[config.mk]
export PLATFORM = sky130hd
export DESIGN_NAME = dcbc_top
export DESIGN_NICKNAME = d
export VERILOG_FILES = /design/src/logic/dcbc_top.v
export VERILOG_INCLUDE_DIRS = /design/src /design/src/logic
export SDC_FILE = /design/constraint.sdc
export NUM_CORES = 1
export LEC_CHECK = 0
export BUFFER_PORTS_ARGS = -buffer_cell sky130_fd_sc_hd__buf_4
export CAP_MARGIN = 20
export CORE_MARGIN = 1
export CORE_UTILIZATION = 30
export CTS_CLUSTER_DIAMETER = 60
export DETAILED_ROUTE_END_ITERATION = 12
export HOLD_SLACK_MARGIN = 0.06
export SLEW_MARGIN = 10
export SYNTH_ARGS = -nofsm -noshare
export SYNTH_HDL_FRONTEND = slang
export SYNTH_SLANG_ARGS = --single-unit
[constraint.sdc]
create_clock -name i_clk -period 3.8 [get_ports i_clk]
set_clock_uncertainty 0.15 [all_clocks]
set_input_delay 0.19 -clock i_clk [delete_from_list [all_inputs] [get_ports i_clk]]
set_output_delay 0.19 -clock i_clk [all_outputs]
set_load 0.005 [all_outputs]
[src/logic/dcbc_map.vh]
// Constants for the DDR3 command decode and bank control block
`ifndef DCBC_MAP_VH
`define DCBC_MAP_VH
// ----------------------------------------------------------------
// Widths
// ----------------------------------------------------------------
`define DCBC_NBANK 8
`define DCBC_BAW 3
`define DCBC_ROWW 16
`define DCBC_COLW 10
`define DCBC_DW 8
// ----------------------------------------------------------------
// Address bit positions
// ----------------------------------------------------------------
`define DCBC_AP_BIT 10
`define DCBC_BC_BIT 12
// ----------------------------------------------------------------
// Command codes {ras_n,cas_n,we_n}
// ----------------------------------------------------------------
`define DCBC_CMD_MRS 3'h0
`define DCBC_CMD_REF 3'h1
`define DCBC_CMD_PRE 3'h2
`define DCBC_CMD_ACT 3'h3
`define DCBC_CMD_WR 3'h4
`define DCBC_CMD_RD 3'h5
`define DCBC_CMD_ZQ 3'h6
`define DCBC_CMD_NOP 3'h7
// ----------------------------------------------------------------
// Bank states
// ----------------------------------------------------------------
`define DCBC_BK_IDLE 2'h0
`define DCBC_BK_ACT 2'h1
`define DCBC_BK_PRE 2'h2
// ----------------------------------------------------------------
// Timing in clock cycles, then write FIFO depth and address width
// ----------------------------------------------------------------
`define DCBC_TRP 4'h4
`define DCBC_TRAS 5'h0c
`define DCBC_TRTP 4'h2
`define DCBC_TWR 4'h6
`define DCBC_CWL 4'h5
`define DCBC_BL8 4'h4
`define DCBC_BC4 4'h2
`define DCBC_MAX_AL 4'h0
`define DCBC_FIFO_DEPTH 4
`define DCBC_FIFO_AW 2
`endif

[src/logic/dcbc_top.v]
// DDR3 command decode, per-bank row control and write data path
`timescale 1ns/10ps
`include "dcbc_map.vh"

// ----------------------------------------------------------------
// Write data FIFO
// ----------------------------------------------------------------
module dcbc_fifo #(
	parameter WIDTH = 9,
	parameter DEPTH = 4,
	parameter AW = 2
) (
	// Clock and reset
	input wire i_clk,
	input wire i_reset_n,
	// Fill side
	input wire i_valid,
	output wire o_ready,
	input wire [WIDTH-1:0] i_data,
	// Drain side
	output wire o_valid,
	input wire i_ready,
	output wire [WIDTH-1:0] o_data
);
	reg [WIDTH-1:0] mem_r [0:DEPTH-1];
	reg [AW-1:0] wp_r;
	reg [AW-1:0] rp_r;
	reg [AW:0] cnt_r;
	wire push;
	wire pop;
	localparam [AW:0] FULL = DEPTH;
	assign o_ready = (cnt_r != FULL);
	assign o_valid = (cnt_r != {(AW+1){1'b0}});
	assign o_data = mem_r[rp_r];
	assign push = i_valid & o_ready;
	assign pop = o_valid & i_ready;
	always @(posedge i_clk) begin
		if (!i_reset_n) begin
			wp_r <= {AW{1'b0}};
			rp_r <= {AW{1'b0}};
			cnt_r <= {(AW+1){1'b0}};
		end else begin
			if (push) begin
				mem_r[wp_r] <= i_data;
				wp_r <= wp_r + {{(AW-1){1'b0}}, 1'b1};
			end
			if (pop)
				rp_r <= rp_r + {{(AW-1){1'b0}}, 1'b1};
			if (push & ~pop)
				cnt_r <= cnt_r + {{AW{1'b0}}, 1'b1};
			else if (pop & ~push)
				cnt_r <= cnt_r - {{AW{1'b0}}, 1'b1};
		end
	end
endmodule // dcbc_fifo

// ----------------------------------------------------------------
// Top
// ----------------------------------------------------------------
module dcbc_top (
	// Clock and reset
	input wire i_clk,
	input wire i_reset_n,
	// Command pins
	input wire i_cke,
	input wire i_cs_n,
	input wire i_ras_n,
	input wire i_cas_n,
	input wire i_we_n,
	input wire i_odt,
	input wire [`DCBC_BAW-1:0] i_ba,
	input wire [`DCBC_ROWW-1:0] i_addr,
	input wire [3:0] i_al,
	// Write data, one byte per clock here
	input wire [`DCBC_DW-1:0] i_wdata,
	input wire i_dm,
	// Array write port
	output reg o_arr_we,
	output reg [`DCBC_BAW-1:0] o_arr_bank,
	output reg [`DCBC_ROWW-1:0] o_arr_row,
	output reg [`DCBC_COLW-1:0] o_arr_col,
	output reg [`DCBC_DW-1:0] o_arr_data,
	input wire i_arr_ready,
	// Read burst request
	output reg o_rd_go,
	output reg [`DCBC_BAW-1:0] o_rd_bank,
	output reg [`DCBC_ROWW-1:0] o_rd_row,
	output reg [`DCBC_COLW-1:0] o_rd_col,
	output reg o_rd_bl8,
	// Mode register write
	output reg o_mrs_we,
	output reg [1:0] o_mrs_sel,
	output reg [`DCBC_ROWW-1:0] o_mrs_val,
	// Status
	output reg [`DCBC_NBANK-1:0] o_bank_open,
	output reg o_burst_busy,
	output reg o_self_refresh,
	output reg o_power_down,
	output reg o_odt_en,
	output reg o_wr_overflow
);
	// ------------------------------------------------------------
	// Decode
	// ------------------------------------------------------------
	reg cke_q_r;
	reg sr_r;
	reg pd_r;
	wire [2:0] cmd;
	wire live;
	wire ap;
	wire bl8;
	assign cmd = {i_ras_n, i_cas_n, i_we_n};
	assign live = cke_q_r & i_cke & ~i_cs_n;
	assign ap = i_addr[`DCBC_AP_BIT];
	assign bl8 = i_addr[`DCBC_BC_BIT];
	wire is_mrs = live & (cmd == `DCBC_CMD_MRS);
	wire is_ref = live & (cmd == `DCBC_CMD_REF);
	wire is_pre = live & (cmd == `DCBC_CMD_PRE);
	wire is_act = live & (cmd == `DCBC_CMD_ACT);
	wire is_wr = live & (cmd == `DCBC_CMD_WR);
	wire is_rd = live & (cmd == `DCBC_CMD_RD);
	// NOP and ZQ fall through every decode above untouched

	// ------------------------------------------------------------
	// Power state
	// ------------------------------------------------------------
	// Exit is taken on the first sampled high level; no command is needed
	always @(posedge i_clk) begin
		if (!i_reset_n) begin
			cke_q_r <= 1'b1;
			sr_r <= 1'b0;
			pd_r <= 1'b0;
		end else begin
			cke_q_r <= i_cke;
			if (cke_q_r & ~i_cke & ~i_cs_n & (cmd == `DCBC_CMD_REF))
				sr_r <= 1'b1;
			else if (i_cke)
				sr_r <= 1'b0;
			if (cke_q_r & ~i_cke & ~(~i_cs_n & (cmd == `DCBC_CMD_REF)))
				pd_r <= 1'b1;
			else if (i_cke)
				pd_r <= 1'b0;
		end
	end

	// ------------------------------------------------------------
	// Bank machines
	// ------------------------------------------------------------
	reg [1:0] bst_r [0:`DCBC_NBANK-1];
	reg [`DCBC_ROWW-1:0] brow_r [0:`DCBC_NBANK-1];
	reg [3:0] btmr_r [0:`DCBC_NBANK-1];
	reg [4:0] bras_r [0:`DCBC_NBANK-1];
	reg [`DCBC_NBANK-1:0] bap_r;
	reg [`DCBC_NBANK-1:0] bcl_r;
	integer k;

	// Write completion and read timer fire of auto-precharge bursts
	reg wr_ap_done;
	reg [`DCBC_BAW-1:0] wr_ap_bank;
	reg rd_ap_fire;
	reg [`DCBC_BAW-1:0] rd_ap_bank;

	always @(posedge i_clk) begin
		if (!i_reset_n) begin
			for (k = 0; k < `DCBC_NBANK; k = k + 1) begin
				bst_r[k] <= `DCBC_BK_IDLE;
				brow_r[k] <= {`DCBC_ROWW{1'b0}};
				btmr_r[k] <= 4'h0;
				bras_r[k] <= 5'h00;
			end
			bap_r <= {`DCBC_NBANK{1'b0}};
			bcl_r <= {`DCBC_NBANK{1'b0}};
		end else begin
			for (k = 0; k < `DCBC_NBANK; k = k + 1) begin
				if (bras_r[k] != 5'h00)
					bras_r[k] <= bras_r[k] - 5'h01;
				case (bst_r[k])
				`DCBC_BK_IDLE: begin
					if (is_act && i_ba == k[`DCBC_BAW-1:0]) begin
						bst_r[k] <= `DCBC_BK_ACT;
						brow_r[k] <= i_addr;
						bras_r[k] <= `DCBC_TRAS;
					end
				end
				`DCBC_BK_ACT: begin
					if ((is_rd | is_wr) && ap &&
						i_ba == k[`DCBC_BAW-1:0])
						bap_r[k] <= 1'b1;
					// Close request is one cycle wide; keep it for tRAS
					if (bap_r[k] && ((rd_ap_fire &&
						rd_ap_bank == k[`DCBC_BAW-1:0]) ||
						(wr_ap_done &&
						wr_ap_bank == k[`DCBC_BAW-1:0])))
						bcl_r[k] <= 1'b1;
					// Row restore guard applies to every close
					if (bras_r[k] <= 5'h01 &&
						((is_pre && (ap || i_ba == k[`DCBC_BAW-1:0])) ||
						bcl_r[k] ||
						(bap_r[k] && rd_ap_fire &&
						rd_ap_bank == k[`DCBC_BAW-1:0]) ||
						(bap_r[k] && wr_ap_done &&
						wr_ap_bank == k[`DCBC_BAW-1:0]))) begin
						bst_r[k] <= `DCBC_BK_PRE;
						btmr_r[k] <= `DCBC_TRP;
						bap_r[k] <= 1'b0;
						bcl_r[k] <= 1'b0;
					end
				end
				`DCBC_BK_PRE: begin
					// Further precharges here are ignored
					if (btmr_r[k] <= 4'h1)
						bst_r[k] <= `DCBC_BK_IDLE;
					else
						btmr_r[k] <= btmr_r[k] - 4'h1;
				end
				default: bst_r[k] <= `DCBC_BK_IDLE;
				endcase
			end
		end
	end

	// ------------------------------------------------------------
	// Read auto-precharge timer
	// ------------------------------------------------------------
	// One pending read close at a time; a later one replaces it
	reg [4:0] rtp_r;
	reg rtp_busy_r;
	always @(posedge i_clk) begin
		if (!i_reset_n) begin
			rtp_r <= 5'h00;
			rtp_busy_r <= 1'b0;
			rd_ap_bank <= {`DCBC_BAW{1'b0}};
		end else if (is_rd && ap) begin
			rtp_r <= {1'b0, i_al} + {1'b0, `DCBC_TRTP};
			rtp_busy_r <= 1'b1;
			rd_ap_bank <= i_ba;
		end else if (rtp_busy_r) begin
			rtp_r <= rtp_r - 5'h01;
			if (rtp_r <= 5'h01)
				rtp_busy_r <= 1'b0;
		end
	end
	always @* begin
		rd_ap_fire = rtp_busy_r && (rtp_r == 5'h01);
	end

	// ------------------------------------------------------------
	// Read burst launch
	// ------------------------------------------------------------
	always @(posedge i_clk) begin
		if (!i_reset_n) begin
			o_rd_go <= 1'b0;
			o_rd_bank <= {`DCBC_BAW{1'b0}};
			o_rd_row <= {`DCBC_ROWW{1'b0}};
			o_rd_col <= {`DCBC_COLW{1'b0}};
			o_rd_bl8 <= 1'b0;
		end else begin
			o_rd_go <= is_rd;
			if (is_rd) begin
				o_rd_bank <= i_ba;
				o_rd_row <= brow_r[i_ba];
				o_rd_col <= i_addr[`DCBC_COLW-1:0];
				o_rd_bl8 <= bl8;
			end
		end
	end

	// ------------------------------------------------------------
	// Write burst engine
	// ------------------------------------------------------------
	localparam WS_IDLE = 2'h0;
	localparam WS_LAT = 2'h1;
	localparam WS_DATA = 2'h2;
	reg [1:0] ws_r;
	reg [3:0] wcnt_r;
	reg [3:0] wbeats_r;
	reg [`DCBC_BAW-1:0] wbank_r;
	reg [`DCBC_COLW-1:0] wcol_r;
	reg wap_r;
	reg [`DCBC_NBANK-1:0] wr_pend;
	wire f_ready;
	wire f_valid;
	wire [`DCBC_DW+`DCBC_BAW+`DCBC_COLW+1:0] f_out;
	wire beat = (ws_r == WS_DATA);
	wire last = beat && (wcnt_r == 4'h1);
	// Word: last, mask, bank, col, data
	wire [`DCBC_DW+`DCBC_BAW+`DCBC_COLW+1:0] f_in =
		{last & wap_r, i_dm, wbank_r, wcol_r, i_wdata};

	// Bursts are never cut: new write commands mid-burst are dropped
	always @(posedge i_clk) begin
		if (!i_reset_n) begin
			ws_r <= WS_IDLE;
			wcnt_r <= 4'h0;
			wbeats_r <= 4'h0;
			wbank_r <= {`DCBC_BAW{1'b0}};
			wcol_r <= {`DCBC_COLW{1'b0}};
			wap_r <= 1'b0;
		end else begin
			case (ws_r)
			WS_IDLE: begin
				if (is_wr) begin
					ws_r <= WS_LAT;
					wcnt_r <= `DCBC_CWL;
					wbeats_r <= bl8 ? `DCBC_BL8 : `DCBC_BC4;
					wbank_r <= i_ba;
					wcol_r <= i_addr[`DCBC_COLW-1:0];
					wap_r <= ap;
				end
			end
			WS_LAT: begin
				if (wcnt_r <= 4'h1) begin
					ws_r <= WS_DATA;
					wcnt_r <= wbeats_r + wbeats_r;
				end else
					wcnt_r <= wcnt_r - 4'h1;
			end
			WS_DATA: begin
				wcol_r <= wcol_r + {{(`DCBC_COLW-1){1'b0}}, 1'b1};
				if (wcnt_r <= 4'h1)
					ws_r <= WS_IDLE;
				else
					wcnt_r <= wcnt_r - 4'h1;
			end
			default: ws_r <= WS_IDLE;
			endcase
		end
	end

	dcbc_fifo #(
		.WIDTH(`DCBC_DW + `DCBC_BAW + `DCBC_COLW + 2),
		.DEPTH(`DCBC_FIFO_DEPTH),
		.AW(`DCBC_FIFO_AW)
	) u_wfifo (
		.i_clk(i_clk),
		.i_reset_n(i_reset_n),
		.i_valid(beat),
		.o_ready(f_ready),
		.i_data(f_in),
		.o_valid(f_valid),
		.i_ready(i_arr_ready),
		.o_data(f_out)
	);

	// ------------------------------------------------------------
	// Array write and auto-precharge release
	// ------------------------------------------------------------
	wire f_pop = f_valid & i_arr_ready;
	wire f_mask = f_out[`DCBC_DW+`DCBC_BAW+`DCBC_COLW];
	wire f_last = f_out[`DCBC_DW+`DCBC_BAW+`DCBC_COLW+1];
	always @(posedge i_clk) begin
		if (!i_reset_n) begin
			o_arr_we <= 1'b0;
			o_arr_bank <= {`DCBC_BAW{1'b0}};
			o_arr_row <= {`DCBC_ROWW{1'b0}};
			o_arr_col <= {`DCBC_COLW{1'b0}};
			o_arr_data <= {`DCBC_DW{1'b0}};
			wr_ap_done <= 1'b0;
			wr_ap_bank <= {`DCBC_BAW{1'b0}};
			o_wr_overflow <= 1'b0;
		end else begin
			o_arr_we <= f_pop & ~f_mask;
			if (f_pop) begin
				o_arr_bank <= f_out[`DCBC_DW+`DCBC_COLW+`DCBC_BAW-1:
					`DCBC_DW+`DCBC_COLW];
				o_arr_row <= brow_r[f_out[`DCBC_DW+`DCBC_COLW+
					`DCBC_BAW-1:`DCBC_DW+`DCBC_COLW]];
				o_arr_col <= f_out[`DCBC_DW+`DCBC_COLW-1:`DCBC_DW];
				o_arr_data <= f_out[`DCBC_DW-1:0];
			end
			// Close follows the stored last beat
			wr_ap_done <= f_pop & f_last;
			if (f_pop & f_last)
				wr_ap_bank <= f_out[`DCBC_DW+`DCBC_COLW+`DCBC_BAW-1:
					`DCBC_DW+`DCBC_COLW];
			// Beats lost when the array stalls too long; sticky
			if (beat & ~f_ready)
				o_wr_overflow <= 1'b1;
		end
	end

	// ------------------------------------------------------------
	// Mode register write and status
	// ------------------------------------------------------------
	integer m;
	always @* begin
		for (m = 0; m < `DCBC_NBANK; m = m + 1)
			wr_pend[m] = (bst_r[m] == `DCBC_BK_ACT);
	end
	always @(posedge i_clk) begin
		if (!i_reset_n) begin
			o_mrs_we <= 1'b0;
			o_mrs_sel <= 2'h0;
			o_mrs_val <= {`DCBC_ROWW{1'b0}};
			o_bank_open <= {`DCBC_NBANK{1'b0}};
			o_burst_busy <= 1'b0;
			o_self_refresh <= 1'b0;
			o_power_down <= 1'b0;
			o_odt_en <= 1'b0;
		end else begin
			o_mrs_we <= is_mrs;
			if (is_mrs) begin
				o_mrs_sel <= i_ba[1:0];
				o_mrs_val <= i_addr;
			end
			o_bank_open <= wr_pend;
			o_burst_busy <= (ws_r != WS_IDLE) | f_valid | rtp_busy_r;
			o_self_refresh <= sr_r;
			o_power_down <= pd_r;
			o_odt_en <= i_odt & ~sr_r;
		end
	end
	wire unused_ok = is_ref;
endmodule // dcbc_top

Word level (Yosys, flattened, before mapping)
Memory sizes are Yosys's and may differ from the RTL's. A register that Yosys moved wholly into a read port is not among the register bits.
Index checks and enable logic that the tools add are counted.
{"block": "classes", "add_sub_neg": 25, "order_cmp": 18, "eq_ne": 51, "muxes": 307, "bitwise": 104, "reduce_logical": 207}
{"operator": "two-way mux 1 bit", "count": 218}
{"operator": "two-way mux 16 bit", "count": 8}
{"operator": "logical AND 1 bit", "count": 92}
{"operator": "two-way mux 5 bit", "count": 18}
{"operator": "two-way mux 4 bit", "count": 19}
{"operator": "bitwise OR 1 bit", "count": 75}
{"operator": "two-way mux 2 bit", "count": 37}
{"operator": "<= comparator 5 x 1 -> 1 bit (second input constant)", "count": 9}
{"operator": "subtractor 5 x 1 -> 5 bit (second input constant)", "count": 9}
{"operator": "nonzero test 2 bit", "count": 22}
{"operator": "equality test 3 bit (second input constant)", "count": 14}
{"operator": "logical OR 1 bit", "count": 40}
{"operator": "nonzero test 5 bit", "count": 8}
{"operator": "<= comparator 4 x 1 -> 1 bit (second input constant)", "count": 9}
{"operator": "AND reduction 2 bit", "count": 18}
{"operator": "subtractor 4 x 1 -> 4 bit (second input constant)", "count": 9}
{"operator": "equality test 3 x 2 -> 1 bit (second input constant)", "count": 8}
{"operator": "OR reduction 3 bit", "count": 8}
{"operator": "AND 1 bit", "count": 21}
{"operator": "case mux 10 bit (2 select lines)", "count": 1}
{"operator": "equality test 2 x 1 -> 1 bit (second input constant)", "count": 9}
{"operator": "equality test 2 bit (second input constant)", "count": 9}
{"operator": "zero test 2 bit", "count": 9}
{"operator": "equality test 3 x 1 -> 1 bit (second input constant)", "count": 4}
{"operator": "other kinds (20)", "count": 38}
{"block": "word_totals", "ff_bits": 132, "mem_bits_rw": 308, "input_bits": 41, "out_inout_bits": 101, "wordCells": 767, "memories": 5}
{"name": "brow_r", "depth": 8, "width": 16, "read_ports": 2, "rd_ports_with_merged_regs": 2, "wr": 8, "line_no": "dcbc_top.v:150", "source": "reg [`DCBC_ROWW-1:0] brow_r [0:`DCBC_NBANK-1];"}
{"name": "u_wfifo.mem_r", "depth": 4, "width": 23, "read_ports": 1, "rd_ports_with_merged_regs": 1, "wr": 1, "line_no": "dcbc_top.v:25", "source": "reg [WIDTH-1:0] mem_r [0:DEPTH-1];"}
{"name": "bras_r", "depth": 8, "width": 5, "read_ports": 8, "rd_ports_with_merged_regs": 0, "wr": 8, "line_no": "dcbc_top.v:152", "source": "reg [4:0] bras_r [0:`DCBC_NBANK-1];"}
{"name": "btmr_r", "depth": 8, "width": 4, "read_ports": 8, "rd_ports_with_merged_regs": 0, "wr": 8, "line_no": "dcbc_top.v:151", "source": "reg [3:0] btmr_r [0:`DCBC_NBANK-1];"}
{"name": "bst_r", "depth": 8, "width": 2, "read_ports": 8, "rd_ports_with_merged_regs": 0, "wr": 8, "line_no": "dcbc_top.v:149", "source": "reg [1:0] bst_r [0:`DCBC_NBANK-1];"}

Logic depth before layout (Yosys ltp)
{"block": "logic_depth", "depth_word": 15, "ltp_mapped": 10, "depth_no_buf": 10}

By module
Synthesis repeated with hierarchy kept, for this count alone.
{"block": "hier_totals", "hier_cells": 1809, "area_unflattened_um2": 21632.0}
{"mod": "dcbc_top", "n_inst": 1, "cells_each": 1641, "area_each_um2": 17773.3, "seq_area_each_um2": 9589.2}
{"mod": "dcbc_fifo", "n_inst": 1, "cells_each": 168, "area_each_um2": 3858.7, "seq_area_each_um2": 2942.8}

Worst setup path before layout
OpenSTA, ideal clock, no wires.
{"block": "synth_path", "path_type": "register to register", "startpoint": "reg u_wfifo.cnt_r[0]", "endpoint": "reg u_wfifo.cnt_r[2]", "setup_time_ps": 70, "t_arrival_ps": 2493, "t_required_ps": 3580, "path_slack_ps": 1087, "path_stages_with_launch": 11, "path_buffers": 2, "synth_period_minus_slack_ps": 2713, "cell_sequence": "dfxtp_1 o31a_1 clkbuf_1 inv_1 clkbuf_1 ha_1 inv_1 fa_1 xor2_1 or3_1 a21oi_1"}
{"block": "synth_between", "elab_chain_cells": 5, "elab_cells_between_ends": 13, "cone_classes": "add/sub (2); eq/ne (1); mux (2); bitwise (6); reduce/logical (2)"}
{"item": "start: declaration", "line_no": "dcbc_top.v:28", "source": "reg [AW:0] cnt_r;"}
{"item": "start signal: assignment", "line_no": "dcbc_top.v:41", "source": "cnt_r <= {(AW+1){1'b0}};"}
{"item": "start signal: assignment", "line_no": "dcbc_top.v:50", "source": "cnt_r <= cnt_r + {{AW{1'b0}}, 1'b1};"}
{"item": "start signal: assignment", "line_no": "dcbc_top.v:52", "source": "cnt_r <= cnt_r - {{AW{1'b0}}, 1'b1};"}
{"item": "parallel branches: the longest is 5 deep, another holds subtractor 3 x 1 -> 3 bit"}
Several ways; the timed one is not identified. The select of a mux whose other input is x is not followed.
A chain may end at the register's enable or synchronous reset.

Final worst setup path
{"block": "layout_path", "startpoint": "reg ws_r[0]", "endpoint": "reg u_wfifo.cnt_r[2]"}
{"block": "layout_between", "elab_chain_cells": 5, "elab_cells_between_ends": 7, "cone_classes": "eq/ne (1); mux (1); bitwise (4); reduce/logical (1)"}
{"item": "start: declaration", "line_no": "dcbc_top.v:274", "source": "reg [1:0] ws_r;"}
{"item": "start signal: assignment", "line_no": "dcbc_top.v:293", "source": "ws_r <= WS_IDLE;"}
{"item": "start signal: assignment", "line_no": "dcbc_top.v:303", "source": "ws_r <= WS_LAT;"}
{"item": "start signal: assignment", "line_no": "dcbc_top.v:313", "source": "ws_r <= WS_DATA;"}
{"item": "equality test 2 bit (*)", "line_no": "dcbc_top.v:284", "source": "wire beat = (ws_r == WS_DATA);"}
{"item": "AND 1 bit (*)", "line_no": "dcbc_top.v:35", "source": "assign push = i_valid & o_ready;"}
{"item": "named net u_wfifo.push", "line_no": "dcbc_top.v:29", "source": "wire push;"}
{"item": "inverter 1 bit", "line_no": "dcbc_top.v:51", "source": "else if (pop & ~push)"}
{"item": "AND 1 bit", "line_no": "dcbc_top.v:51"}
{"item": "nonzero test 2 bit (no line)"}
Mark *: on every way through the listed nets, which the timed path passes. The rest lies on a longest branch.

==> run metrics <==
initial core utilization 30.30%; IO buf count 141; RSZ-0062 raised after global routing no; Synth Flop Type edfxtp_1; distinct cell type count after synthesis 65; largest net degree at the start of global routing 51; Final Critical Period 3010 ps; Final Hold Vio Count 0; total placed cells including tap cells 2857; detailed placer's ending HPWL 38.76 mm; post-route ant nets 0; WL/cell 19.32 um; I/O pins 142; grt ovf 0; share of cells above drive strength 1 17.78%; peak supply drop 0.3513 mV; Synth Net Count 1922; r2r worst-path depth 11; first-pass GRT wire length 88.16 mm; vias per cell 4.984; clk buf depth 3; nature of the critical path endpoint register; Post-synth ARST share 0%; fmax 332.2 MHz; CP Depth 11; commonest non-fill, non-tap cell in the layout edfxtp_1; WP data arrival 3400 ps; run status finished, final reports clean; # setup viols final 0; Diodes inserted 0; routability cong. 0.8271; CTS tree yes; peak per-stage delay on the critical path 450 ps; Layout Nets 2123; critical path class register to register; core outline area 69910 um2; CP cell instances inv_1 -> ha_1 -> clkinv_1 -> buf_4 -> a21oi_1 -> ha_1 -> inv_1 -> fa_1 -> xor2_1 -> or3_1 -> a21oi_1; Post-CTS Hold Buffers 51; synthesized area per cell 11.60 um2; #FFs+latches synth 472; worst hold stages 6; Startpoint Class register; fill count 6815; worst-path fanout max 19; initial antenna violation count 5; maxcap violations 0; FF-to-FF End u_wfifo.cnt_r[2]; Crit path max-delay family adder cells; final WL 58.25 mm; Skew-Pair Late Insertion Delay 630 ps; Hold WC Path Type input pin to register; die area 71680 um2; leakage 9.663 nW; Sink Count 472; slew of the pin with the lowest slew margin 1016 ps; Resize count post-CTS 0; Slew HR 32.27%; root buf cell clkbuf_16; H-tree level count 2; Yosys warnings 0; most frequent cells in the layout 308 x edfxtp_1, 264 x nor2_1, 247 x nand2_1, 185 x buf_4, 164 x dfxtp_1; Slew Viols, Final 0; die width 267.7 um; RR Startpoint ws_r[0]; Cell Pwr Density 556.5 nW/um2; drc violations 0; number of synthesized flops with an enable pin 308; Row Count 97; crit share post-route 79.22%; Worst-path clk slew 60 ps; setup bufs post-CTS 0; register-to-register setup slack 790 ps; Power Total 14.31 mW; die height 267.7 um; number of global-route vias before repair 15070; Synth top area share 43.66%; first-pass iteration count of the detailed router 7; Final Non-Filler Cells 3015; synth top area cells edfxtp_1 44%, dfxtp_1 15%, mux4_2 7.5%, nor2_1 4.7%, nand2_1 4.4%; Post-Syn Area 21190 um2; via count 15030; Initial DRC Count 1232; area grow syn2layout 21.34%; Tot GR Track Use 16.18%; post-synthesis sequential area ratio 59.15%; Hold Path Sink bap_r[3]; Bufs and invs on worst path 4; cts bufs inserted 56; worst min-delay path startpoint i_ras_n; Worst EP required 4190 ps; total negative slack 0 ps; Synth Instances 1826; utilization after layout 36.77%; cell accounting for the most synthesized area edfxtp_1; slowest CP cell a21oi_1
==> Yosys cell counts, drive strengths merged, types with 5 or more instances <==
cell type,number
edfxtp,308
nor2,265
nand2,247
dfxtp,164
a21oi,90
clkbuf,72
inv,71
mux4,71
nor3,63
ha,54
mux2i,31
o21ai,31
nand3,28
xnor2,26
o211ai,24
buf,22
a31oi,20
a22oi,18
xor2,18
a311oi,17
and2,16
mux2,16
nor2b,15
or3,11
and3,9
nand2b,9
nor3b,9
nand4,7
o21bai,7
a211oi,6
or2,6
a21o,5
a221oi,5
o22ai,5
==> cell type report <==
class                           instances  area, um2  area share, %
Multi-Input combinational cell       1187       7983          31.05
Clock buffer                           72       1461          5.685
Inverter                               73      276.5          1.076
Timing Repair Buffer                  237       1914          7.447
Tap cell                              940       1176          4.575
Sequential cell                       472      12530          48.75
Clock inverter                         34      364.1          1.416
==> worst reg2reg max path: stages (launching register included) <==
cell	delay, ps
dfxtp_1	340
inv_1	120
ha_1	180
clkinv_1	60
buf_4	200
a21oi_1	450
ha_1	300
inv_1	80
fa_1	430
xor2_1	170
or3_1	310
a21oi_1	150
==> worst max path at each step <==
stage,end,from,slack [ps]
6_report,u_wfifo.cnt_r[2],ws_r[0],790
5_1_grt,u_wfifo.cnt_r[2],ws_r[0],640
4_1_cts,u_wfifo.cnt_r[2],ws_r[0],810
3_5_place_dp,u_wfifo.cnt_r[2],ws_r[0],820
3_3_place_gp,u_wfifo.cnt_r[2],ws_r[0],880
2_1_floorplan,u_wfifo.cnt_r[2],u_wfifo.cnt_r[0],1090
==> kinds of logic after synthesis <==
logic type | count (synthesis) | share of synthesized area, %
XOR/XNOR | 44 | 1.819
adder cells (fa/ha/maj) | 55 | 3.284
AO/OA/AOI/OAI | 259 | 7.890
flip-flops | 472 | 59.15
buffers and inverters | 167 | 3.225
AND/OR/NAND/NOR | 711 | 14.76
multiplexers | 118 | 9.863
==> metrics by stage <==
stage	area, um2	setup slack (ps)	hold WS (ps)
after detailed placement	23360	820.6	246.0
after CTS	25690	805.5	159.6
after floorplan	21190	1087	138.9
after global routing	25710	638.4	162.8
final	25710	789.6	182.1
after global placement	23360	880.0	241.2
==> routing by layer <==
layer | global-route usage [%] | vias to the layer above | part of all wire [%]
met5 | 0 | - | 0.046
met4 | 6.054 | 4 | 3.1
met2 | 27.41 | 501 | 49
met1 | 19.87 | 7411 | 40
li1 | - | 7003 | -
met3 | 3.949 | 108 | 8.2
==> state kept, by name, indices dropped and copies added, names as in the netlist, 10 cells and up, named ones only <==
register / count
bras_r: 40
brow_r: 128
bst_r: 16
btmr_r: 32
o_arr_col: 10
o_arr_row: 16
o_mrs_val: 16
o_rd_col: 10
o_rd_row: 16
u_wfifo.mem_r: 92
wcol_r: 10
==> where the power goes <==
group	internal, mW	leakage [nW]	total, mW	switching, mW
logic	1.16	4.36	2.67	1.51
registers	5.99	4.44	6.37	0.379
clock network	3.03	0.865	5.27	2.24
total	10.2	9.66	14.3	4.13
Power figures use the tool's default switching activity.
